[src/hw/cwb_pkg.sv]
// constants, types and state layout for the channel word buffer and block move
package cwb_pkg;
  localparam int NCH = 6;
  localparam int AW  = 15;
  localparam int DW  = 48;

  typedef logic [AW-1:0] cwb_addr_t;
  typedef logic [DW-1:0] cwb_word_t;

  // control word layout in core: current address above, terminal address below
  localparam int CW_UP_LSB = 24;
  localparam int CW_LO_LSB = 0;
  localparam cwb_addr_t CW_LOC_FIRST = 15'h0001;
  localparam cwb_addr_t CW_LOC_LAST  = 15'h0006;

  // block move opcodes
  localparam logic [5:0] OP_MOVE_IN  = 6'h32;
  localparam logic [5:0] OP_MOVE_OUT = 6'h33;

  // apb byte offsets
  localparam logic [11:0] REG_CTRL     = 12'h000;
  localparam logic [11:0] REG_STAT     = 12'h004;
  localparam logic [11:0] REG_CW_BASE  = 12'h010;
  localparam logic [11:0] REG_BM_BASE  = 12'h030;
  localparam logic [11:0] REG_BM_COUNT = 12'h034;
  localparam logic [11:0] REG_BM_CMD   = 12'h038;

  // field positions
  localparam int CWR_UP_LSB  = 16;
  localparam int CWR_LO_LSB  = 0;
  localparam int CTRL_ACT    = 0;
  localparam int CTRL_DIR    = 8;
  localparam int STAT_WAIT   = 0;
  localparam int STAT_ACK    = 8;
  localparam int STAT_SVC    = 16;
  localparam int STAT_DES    = 17;
  localparam int STAT_BUSY   = 20;
  localparam int STAT_HALTED = 21;
  localparam int STAT_NZ     = 22;
  localparam int STAT_INACT  = 23;
  localparam int STAT_DONE   = 24;

  typedef enum logic [2:0] {
    ST_IDLE = 3'b001,
    ST_SVC  = 3'b010,
    ST_BM   = 3'b100
  } cwb_main_t;

  typedef enum logic [4:0] {
    BM_OFF       = 5'b00001,
    BM_IN_WAIT   = 5'b00010,
    BM_IN_HS     = 5'b00100,
    BM_OUT_FETCH = 5'b01000,
    BM_OUT_HS    = 5'b10000
  } cwb_bm_t;

  typedef struct packed {
    logic      req;
    logic      we;
    cwb_addr_t addr;
    cwb_word_t wdata;
  } cwb_mem_t;

  typedef struct packed {
    cwb_main_t                st;
    cwb_bm_t                  bm;
    logic [NCH-1:0][AW-1:0]   cw_up;
    logic [NCH-1:0][AW-1:0]   cw_lo;
    logic [NCH-1:0]           active;
    logic [NCH-1:0]           dir;
    logic [NCH-1:0]           wait_f;
    logic [NCH-1:0]           ack_f;
    logic [NCH-1:0]           in_res;
    logic [NCH-1:0][DW-1:0]   out_data;
    logic [NCH-1:0]           in_s1;
    logic [NCH-1:0]           in_s2;
    logic [NCH-1:0]           res_s1;
    logic [NCH-1:0]           res_s2;
    logic [2:0]               x_s1;
    logic [2:0]               x_s2;
    logic                     svc;
    logic [2:0]               des;
    logic [2:0]               ptr;
    cwb_addr_t                ccr_up;
    cwb_addr_t                ccr_lo;
    cwb_mem_t                 mem;
    logic                     busy;
    cwb_addr_t                bm_base;
    cwb_addr_t                bm_count;
    cwb_addr_t                r;
    cwb_addr_t                bm_addr;
    logic                     bm_in;
    logic                     nz;
    logic                     inact;
    logic                     done;
    logic                     halted;
    logic                     cpu_halt;
    logic                     x_res;
    logic                     x_rdy;
    logic                     x_got;
    cwb_word_t                x_data;
    logic [31:0]              prdata;
    logic                     pready;
    logic                     pslverr;
  } cwb_state_t;
endpackage

[src/hw/cwb_top.sv]
// channel word buffer service and channel 7 block move, with apb registers
// Overview of operation
// - service starts only when request flag set
// - busy storage, load control word, bump address
// - end word: fix wait flag, clear request
// - end buffer when current equals terminal address
// - output wait raises output word ready
// - resume: set ack, clear wait, drop ready
// - resume falls: clear ack, allow next request
// - input ready precedes service; output resume follows
// - control word locations also reach channel register
// - control word fields split between register, core
// - opcode 62 moves in, 63 moves out
// - block move halts processor, buffers continue
// - block moves use channel 7 only
// - count from index; descend from base+count-1
// - input waits ready; each ready stores word
// - input resume answers word, dropped after ready
// - write back count, flag nonzero, exit or wait
// - halt request blocks loop, count kept
// - first output immediate, later after resume cycle
// - present word, raise output ready, exit done
// - halted output adds two to saved count
// - scanner stops on pending channel, sets designator
//
// Added by the designer: the APB slave port and the placing of the registers.
module cwb_top (
  // clock and reset
  input  wire logic                                  SYS_CLK,
  input  wire logic                                  RESET,
  // apb slave
  input  wire logic                                  PSEL,
  input  wire logic                                  PENABLE,
  input  wire logic                                  PWRITE,
  input  wire logic [11:0]                           PADDR,
  input  wire logic [31:0]                           PWDATA,
  output logic      [31:0]                           PRDATA,
  output logic                                       PREADY,
  output logic                                       PSLVERR,
  // core storage port
  output cwb_pkg::cwb_mem_t                          MEM,
  input  wire cwb_pkg::cwb_word_t                    MEM_RDATA,
  input  wire logic                                  MEM_ACK,
  output logic                                       STORAGE_BUSY,
  // buffered channels 1 to 6
  input  wire logic [cwb_pkg::NCH-1:0]               IN_READY,
  input  wire logic [cwb_pkg::NCH-1:0][cwb_pkg::DW-1:0] IN_DATA,
  output logic      [cwb_pkg::NCH-1:0]               IN_RESUME,
  input  wire logic [cwb_pkg::NCH-1:0]               OUT_RESUME,
  output logic      [cwb_pkg::NCH-1:0]               OUT_READY,
  output logic      [cwb_pkg::NCH-1:0][cwb_pkg::DW-1:0] OUT_DATA,
  // channel 7 block move lines
  input  wire logic                                  XIN_READY,
  input  wire cwb_pkg::cwb_word_t                    XIN_DATA,
  output logic                                       XIN_RESUME,
  input  wire logic                                  XOUT_RESUME,
  output logic                                       XOUT_READY,
  output cwb_pkg::cwb_word_t                         XOUT_DATA,
  // processor side
  input  wire logic                                  INT_REQ,
  output logic                                       CPU_HALT,
  output logic                                       INPUT_MOVE_ACTIVE
);
  import cwb_pkg::*;

  cwb_state_t s;
  cwb_state_t n;

  always_comb begin
    logic [NCH-1:0] pend;
    logic           acc;
    logic           wr;
    logic           hit;
    logic [31:0]    rd;
    logic [2:0]     ch;
    logic [2:0]     tgt;
    logic           loc;
    cwb_addr_t      nxt;
    cwb_word_t      w;
    pend = '0;
    acc  = 1'b0;
    wr   = 1'b0;
    hit  = 1'b0;
    rd   = 32'h0;
    ch   = 3'h0;
    tgt  = 3'h0;
    loc  = 1'b0;
    nxt  = '0;
    w    = '0;
    n    = s;

    // two-stage synchronisers on the ready, resume and interrupt request lines
    n.in_s1  = IN_READY;
    n.in_s2  = s.in_s1;
    n.res_s1 = OUT_RESUME;
    n.res_s2 = s.res_s1;
    n.x_s1   = {INT_REQ, XOUT_RESUME, XIN_READY};
    n.x_s2   = s.x_s1;

    // apb: ready one cycle after setup, read data sampled at setup
    acc      = PSEL & PENABLE & s.pready;
    wr       = acc & PWRITE;
    n.pready = PSEL & ~PENABLE;
    unique case (PADDR)
      REG_CTRL: begin
        hit = 1'b1;
        rd[CTRL_ACT +: NCH] = s.active;
        rd[CTRL_DIR +: NCH] = s.dir;
      end
      REG_STAT: begin
        hit = 1'b1;
        rd[STAT_WAIT +: NCH] = s.wait_f;
        rd[STAT_ACK +: NCH]  = s.ack_f;
        rd[STAT_SVC]         = s.svc;
        rd[STAT_DES +: 3]    = s.des;
        rd[STAT_BUSY]        = s.cpu_halt;
        rd[STAT_HALTED]      = s.halted;
        rd[STAT_NZ]          = s.nz;
        rd[STAT_INACT]       = s.inact;
        rd[STAT_DONE]        = s.done;
      end
      REG_BM_BASE: begin
        hit = 1'b1;
        rd[AW-1:0] = s.bm_base;
      end
      REG_BM_COUNT: begin
        hit = 1'b1;
        rd[AW-1:0] = s.bm_count;
      end
      REG_BM_CMD: begin
        hit = 1'b1;
      end
      default: begin
        for (int i = 0; i < NCH; i++) begin
          if (PADDR == REG_CW_BASE + 12'(4 * i)) begin
            hit = 1'b1;
            rd[CWR_UP_LSB +: AW] = s.cw_up[i];
            rd[CWR_LO_LSB +: AW] = s.cw_lo[i];
          end
        end
      end
    endcase
    // read data is captured at setup so it stands through the access
    if (PSEL & ~PENABLE) begin
      n.prdata  = PWRITE ? 32'h0 : rd;
      n.pslverr = ~hit;
    end

    if (wr) begin
      unique case (PADDR)
        REG_CTRL: begin
          n.active = PWDATA[CTRL_ACT +: NCH];
          n.dir    = PWDATA[CTRL_DIR +: NCH];
        end
        REG_BM_BASE:  n.bm_base  = PWDATA[AW-1:0];
        REG_BM_COUNT: n.bm_count = PWDATA[AW-1:0];
        REG_BM_CMD: begin
          // refused while a move or its last handshake is still open
          if (s.bm == BM_OFF &&
              (PWDATA[5:0] == OP_MOVE_IN || PWDATA[5:0] == OP_MOVE_OUT)) begin
            n.halted = 1'b0;
            n.bm_in  = (PWDATA[5:0] == OP_MOVE_IN);
            if (s.bm_count == '0) begin
              n.done = 1'b1;
            end else begin
              n.done     = 1'b0;
              n.cpu_halt = 1'b1;
              n.r        = s.bm_count - 15'h1;
              n.bm_addr  = s.bm_base + s.bm_count - 15'h1;
              n.inact    = (PWDATA[5:0] == OP_MOVE_IN);
              n.bm       = (PWDATA[5:0] == OP_MOVE_IN) ? BM_IN_WAIT : BM_OUT_FETCH;
            end
          end
        end
        default: begin
          for (int i = 0; i < NCH; i++) begin
            if (PADDR == REG_CW_BASE + 12'(4 * i)) begin
              n.cw_up[i] = PWDATA[CWR_UP_LSB +: AW];
              n.cw_lo[i] = PWDATA[CWR_LO_LSB +: AW];
            end
          end
        end
      endcase
    end

    // per-channel ready/resume handshakes
    for (int i = 0; i < NCH; i++) begin
      if (s.dir[i]) begin
        if (s.wait_f[i] && s.res_s2[i]) begin
          n.ack_f[i]  = 1'b1;
          n.wait_f[i] = 1'b0;
        end else if (s.ack_f[i] && !s.res_s2[i]) begin
          n.ack_f[i]  = 1'b0;
        end
      end else if (s.in_res[i] && !s.in_s2[i]) begin
        n.in_res[i] = 1'b0;
      end
      // input needs ready first, output needs the previous word closed
      pend[i] = s.active[i] & (s.dir[i] ? (~s.wait_f[i] & ~s.ack_f[i])
                                        : (s.in_s2[i] & ~s.in_res[i]));
    end

    // request scanner walks channels until one is pending
    if (!s.svc) begin
      if (pend[s.ptr]) begin
        n.svc = 1'b1;
        n.des = s.ptr + 3'h1;
      end else begin
        n.ptr = (s.ptr == 3'(NCH - 1)) ? 3'h0 : s.ptr + 3'h1;
      end
    end

    // designator runs 1 to 6, the arrays index from 0
    ch  = s.des - 3'h1;
    loc = (s.ccr_up >= CW_LOC_FIRST) && (s.ccr_up <= CW_LOC_LAST);
    tgt = 3'(s.ccr_up - 15'h1);
    nxt = s.ccr_up + 15'h1;

    unique case (s.st)
      ST_IDLE: begin
        // buffered channels win storage over a running block move
        if (s.svc) begin
          n.busy      = 1'b1;
          n.ccr_up    = s.cw_up[ch];
          n.ccr_lo    = s.cw_lo[ch];
          n.mem.req   = 1'b1;
          n.mem.we    = ~s.dir[ch];
          n.mem.addr  = s.cw_up[ch];
          n.mem.wdata = IN_DATA[ch];
          n.st        = ST_SVC;
        end else if (s.bm == BM_IN_WAIT && s.x_s2[0]) begin
          if (s.x_s2[2]) begin
            // leave count and address as they are for the refetch
            n.bm       = BM_OFF;
            n.halted   = 1'b1;
            n.inact    = 1'b0;
            n.cpu_halt = 1'b0;
          end else begin
            n.inact     = 1'b0;
            n.mem.req   = 1'b1;
            n.mem.we    = 1'b1;
            n.mem.addr  = s.bm_addr;
            n.mem.wdata = XIN_DATA;
            n.st        = ST_BM;
          end
        end else if (s.bm == BM_OUT_FETCH) begin
          n.mem.req  = 1'b1;
          n.mem.we   = 1'b0;
          n.mem.addr = s.bm_addr;
          n.st       = ST_BM;
        end
      end
      ST_SVC: begin
        if (MEM_ACK) begin
          n.mem.req = 1'b0;
          n.busy    = 1'b0;
          if (s.dir[ch]) begin
            w = MEM_RDATA;
            // control word slots show the live channel registers, not stale core
            if (loc) begin
              w[CW_UP_LSB +: AW] = s.cw_up[tgt];
              w[CW_LO_LSB +: AW] = s.cw_lo[tgt];
            end
            n.out_data[ch] = w;
            n.wait_f[ch]   = 1'b1;
          end else begin
            if (loc) begin
              n.cw_up[tgt] = s.mem.wdata[CW_UP_LSB +: AW];
              n.cw_lo[tgt] = s.mem.wdata[CW_LO_LSB +: AW];
            end
            n.wait_f[ch] = 1'b0;
            n.in_res[ch] = 1'b1;
          end
          n.cw_up[ch] = nxt;
          n.ccr_up    = nxt;
          if (nxt == s.ccr_lo) begin
            n.active[ch] = 1'b0;
          end
          n.svc = 1'b0;
          n.st  = ST_IDLE;
        end
      end
      ST_BM: begin
        if (MEM_ACK) begin
          n.mem.req  = 1'b0;
          n.st       = ST_IDLE;
          // count written back per word so a halt leaves what remains
          n.bm_count = s.r;
          n.nz       = (s.r != '0);
          n.r        = s.r - 15'h1;
          n.bm_addr  = s.bm_base + s.r - 15'h1;
          if (s.bm_in) begin
            n.x_res = 1'b1;
            n.inact = (s.r != '0);
            n.bm    = BM_IN_HS;
          end else if (s.x_s2[2]) begin
            // fetched word was never presented, so count it again
            n.bm_count = s.r - 15'h1 + 15'h2;
            n.bm       = BM_OFF;
            n.halted   = 1'b1;
            n.cpu_halt = 1'b0;
          end else begin
            n.x_data = MEM_RDATA;
            n.x_rdy  = 1'b1;
            n.x_got  = 1'b0;
            n.bm     = BM_OUT_HS;
            if (s.r == '0) begin
              n.done     = 1'b1;
              n.cpu_halt = 1'b0;
            end
          end
        end
      end
      default: n.st = ST_IDLE;
    endcase

    // channel 7 handshakes
    unique case (s.bm)
      BM_IN_HS: begin
        // resume stays up until the synced ready is seen low
        if (!s.x_s2[0]) begin
          n.x_res = 1'b0;
          if (s.nz) begin
            n.bm = BM_IN_WAIT;
          end else begin
            n.bm       = BM_OFF;
            n.done     = 1'b1;
            n.cpu_halt = 1'b0;
          end
        end
      end
      BM_OUT_HS: begin
        // next fetch waits for resume to be both seen and removed
        if (s.x_rdy && s.x_s2[1]) begin
          n.x_rdy = 1'b0;
          n.x_got = 1'b1;
        end else if (s.x_got && !s.x_s2[1]) begin
          n.x_got = 1'b0;
          n.bm    = s.nz ? BM_OUT_FETCH : BM_OFF;
        end
      end
      default: begin
      end
    endcase
  end

  always_ff @(posedge SYS_CLK or posedge RESET) begin
    if (RESET) begin
      // enum fields take their one-hot idle codes, not all zeros
      s    <= '0;
      s.st <= ST_IDLE;
      s.bm <= BM_OFF;
    end else begin
      s <= n;
    end
  end

  assign PRDATA            = s.prdata;
  assign PREADY            = s.pready;
  assign PSLVERR           = s.pslverr;
  assign MEM               = s.mem;
  assign STORAGE_BUSY      = s.busy;
  assign IN_RESUME         = s.in_res;
  assign OUT_READY         = s.wait_f;
  assign OUT_DATA          = s.out_data;
  assign XIN_RESUME        = s.x_res;
  assign XOUT_READY        = s.x_rdy;
  assign XOUT_DATA         = s.x_data;
  assign CPU_HALT          = s.cpu_halt;
  assign INPUT_MOVE_ACTIVE = s.inact;
endmodule

[config.mk]
export PLATFORM = sky130hd
export DESIGN_NAME = cwb_top
export DESIGN_NICKNAME = d
export VERILOG_FILES = /design/src/hw/cwb_pkg.sv /design/src/hw/cwb_top.sv
export SDC_FILE = /design/constraint.sdc
export NUM_CORES = 2
export LEC_CHECK = 0
export ABC_CLOCK_PERIOD_IN_PS = 33400
export BUFFER_PORTS_ARGS = -buffer_cell sky130_fd_sc_hd__buf_2
export CAP_MARGIN = 20
export CORE_MARGIN = 3
export CORE_UTILIZATION = 40
export CTS_BUF_LIST = sky130_fd_sc_hd__clkbuf_16
export DETAILED_ROUTE_END_ITERATION = 8
export PLACE_DENSITY = 0.67
export SETUP_SLACK_MARGIN = 0.05
export SLEW_MARGIN = 20
export SYNTH_ARGS = -nofsm -noshare
export SYNTH_HDL_FRONTEND = slang
export SYNTH_SLANG_ARGS = --single-unit
[constraint.sdc]
create_clock -name SYS_CLK -period 33.4 [get_ports SYS_CLK]
set_input_delay 3.34 -clock SYS_CLK [delete_from_list [all_inputs] [get_ports SYS_CLK]]
set_output_delay 3.34 -clock SYS_CLK [all_outputs]
set_load 0.005 [all_outputs]
==> results.toml <==
[routing]
drc = 1
wl_um = 197000
dr.first_iter.drc_count = 5425
vias_per_cell = 6.14
dr_wl_met3_um = 26300
top_layer = "met5"
wl_per_cell_um = 29.2
vias = 41360
drt-pass1-iter-count = 9
antenna_left = 0
routedLengthMet1_um = 77900
met2_length_um = 83800

[sta]
worst_slack_ns = 26.29
worst_pin_slew_ns = 1.32
rsz0062_at_grt = "false"
min_period_over_period_pct = 21.3
min_period_ns = 7.11
fin_skew_ns = 0.0344
max_freq_ghz = 0.141
fin_setup_tns_ns = 0
report.final.slew_viol_count = 0
slew_headroom_pct = 10.6
setup_violations = 0
hold_viol = 0

[worst_setup_path]
path_max_fanout = 34
r2r_start = "s[232]"
reg2reg_depth = 10
endpoint_kind = "flip-flop"
crit_required_ns = 33.98
cp-start-kind = "input pin"
critPathKind = "in2reg"
cp.arrival_ns = 7.69
r2r_slack_ns = 27.87

[global_route]
grt_pass1_wl_um = 279000
grt_usage_pct = 31.2
grt_max_degree = 164
overflow = 0
grt_pass1_vias = 38842
antenna_found_initial = 34

[die]
die_w_um = 348
pin_count = 901
core.rowCount = 124
die_area_um2 = 121000
core_um2 = 115000
chipHeight_um = 348
start_util_pct = 40.6

[place]
placed_cell_area_um2 = 49200
gp_routability_congestion = 1.07
placed_cells = 6551
dp_slack_ns = 25.97
portBuffers = 896
place_hpwl_um = 139000

[logic_synthesis]
syn_inst = 4853
ys.flop_type = "dfrtp_1"
yosysUniqueCellTypes = 95
synth.avg_cell_area_um2 = 9.63
synthesis.area_um2 = 46700
async_reset_ff_share_pct = 100
ys.warnings.count = 0
synth-seq-cells = 788
yosysSeqAreaShare_pct = 42.2
synth_edf_count = 0

[cts]
ctsRootBufferMaster = "clkbuf_16"
htreeDepth = 3
clk_pin_slew_ns = 0.06
cts-buffers-inserted = 89
clockBufferDepth = 3
cts_hold_buf = 0
cts_resized = 0
cts.sinks = 788
insertion_delay_ns = 0.69
post_cts_buffers = 0
cts_tree = "done"

[flow_run]
maxCapViolCount = 0

[layout]
nets = 5651
drive_gt1_share_pct = 31.0
syn_to_final_growth_pct = 11.8
final_cell_area_um2 = 52300
final_cell_mix = "buf_2, dfrtp_1, nand2_1"
final_core_util_pct = 45.4
finalNonFillerCells = 6740
layout_commonest_cell = "buf_2"
fillerInstances = 11112

[power]
p_per_area_nw_per_um2 = 83.7
leakage_nw = 26.6
vdd_drop_max_mv = 0.135

[min_path]
hold_end = "s[254]"
min_path_type = "reg2reg"
hold_start = "n[254]"
hold_path_depth = 0

[status]
status = "finished, violations left"
violations = "DRC"
-- stage by stage --
stage	hold slack, ns	total power, mW
2_1_floorplan	0.331	2.64
6_report	0.348	4.37
3_3_place_gp	0.334	3.26
4_1_cts	0.348	4.31
3_5_place_dp	0.335	3.29
5_1_grt	0.354	4.56
-- synthesized netlist by cell type, drive strengths merged, types with 4 or more instances --
library cell	count	area [um^2]
o21a	7	52.6
and3	12	75.1
dfrtp	786	19700
xnor2	54	473
a22o	10	87.6
nor2	301	1160
a222oi	26	260
nor3	67	352
a2111oi	10	87.6
nor3b	10	86.3
a31o	34	298
mux2	368	4140
nand2	487	1840
a211o	16	140
a221oi	85	744
inv	126	473
or3	6	37.5
mux4	21	473
a21o	13	98.9
o21ai	337	1690
nand3	99	505
or4	6	52.6
a221o	21	210
and2	19	119
xor2	31	290
a21oi	327	1650
o211ai	7	52.6
nor4	21	201
nor2b	11	68.8
ha	67	838
nand4	14	87.6
o22ai	98	613
o221ai	43	377
o31ai	12	90.1
mux2i	254	2540
a211oi	28	223
and4	4	35.0
nand2b	11	68.8
a31oi	39	244
o21bai	4	30.0
a22oi	118	886
clkbuf	219	826
buf	584	4070
o41ai	5	43.8
-- worst max-delay path, cell delays in order --
cell      delay, ns
buf_2          0.17
nor4b_1        1.13
and4_1         0.31
buf_4          0.58
nand3_2        0.51
nor2_4         0.20
buf_4          0.66
mux2i_1        0.20
nand2_1        0.11
o21ai_0        0.11
a221oi_1       0.30
-- kinds of logic after synthesis --
kind of cell | count (synthesis) | synth area share, %
AO/OA/AOI/OAI | 1257 | 17.2
AND/OR/NAND/NOR | 1080 | 10.3
buffers and inverters | 930 | 11.5
flip-flops | 788 | 42.2
multiplexers | 643 | 15.3
XOR/XNOR | 85 | 1.63
adder cells (fa/ha/maj) | 69 | 1.88
other | 1 | 0.00803
-- power breakdown --
part	switching (mW)	internal [mW]	total (mW)
logic	1.30	0.641	1.94
registers	0.253	1.17	1.42
clock network	0.441	0.574	1.01
total	1.99	2.38	4.37
-- how the worst max path moves through the flow --
stage,slack [ns],endpoint,start
2_1_floorplan,7.94,CPU_HALT,RESET
3_3_place_gp,26.04,s[740],PADDR[5]
3_5_place_dp,25.97,s[746],PADDR[5]
4_1_cts,26.68,s[746],PADDR[5]
5_1_grt,26.38,s[743],PADDR[5]
6_report,26.29,s[740],PADDR[5]
-- area by class of cell --
class,count,area (um^2),area share (%)
Timing Repair Buffer,991,5250,10.1
Antenna cell,20,50.0,0.0958
Tap cell,1512,1890,3.62
Clock buffer,90,2250,4.31
Multi-Input combinational cell,3136,21900,41.9
Sequential cell,788,19700,37.8
Inverter,127,487,0.931
Clock inverter,76,724,1.39
-- metal layers --
| metal | global-route usage [%] | vias to the layer above |
|---|---|---|
| li1 | - | 17556 |
| met1 | 41.5 | 20441 |
| met2 | 46.1 | 2800 |
| met3 | 11.9 | 541 |
| met4 | 11.2 | 22 |
| met5 | 0.785 | - |
No activity file was read; power rests on OpenSTA's default activity.
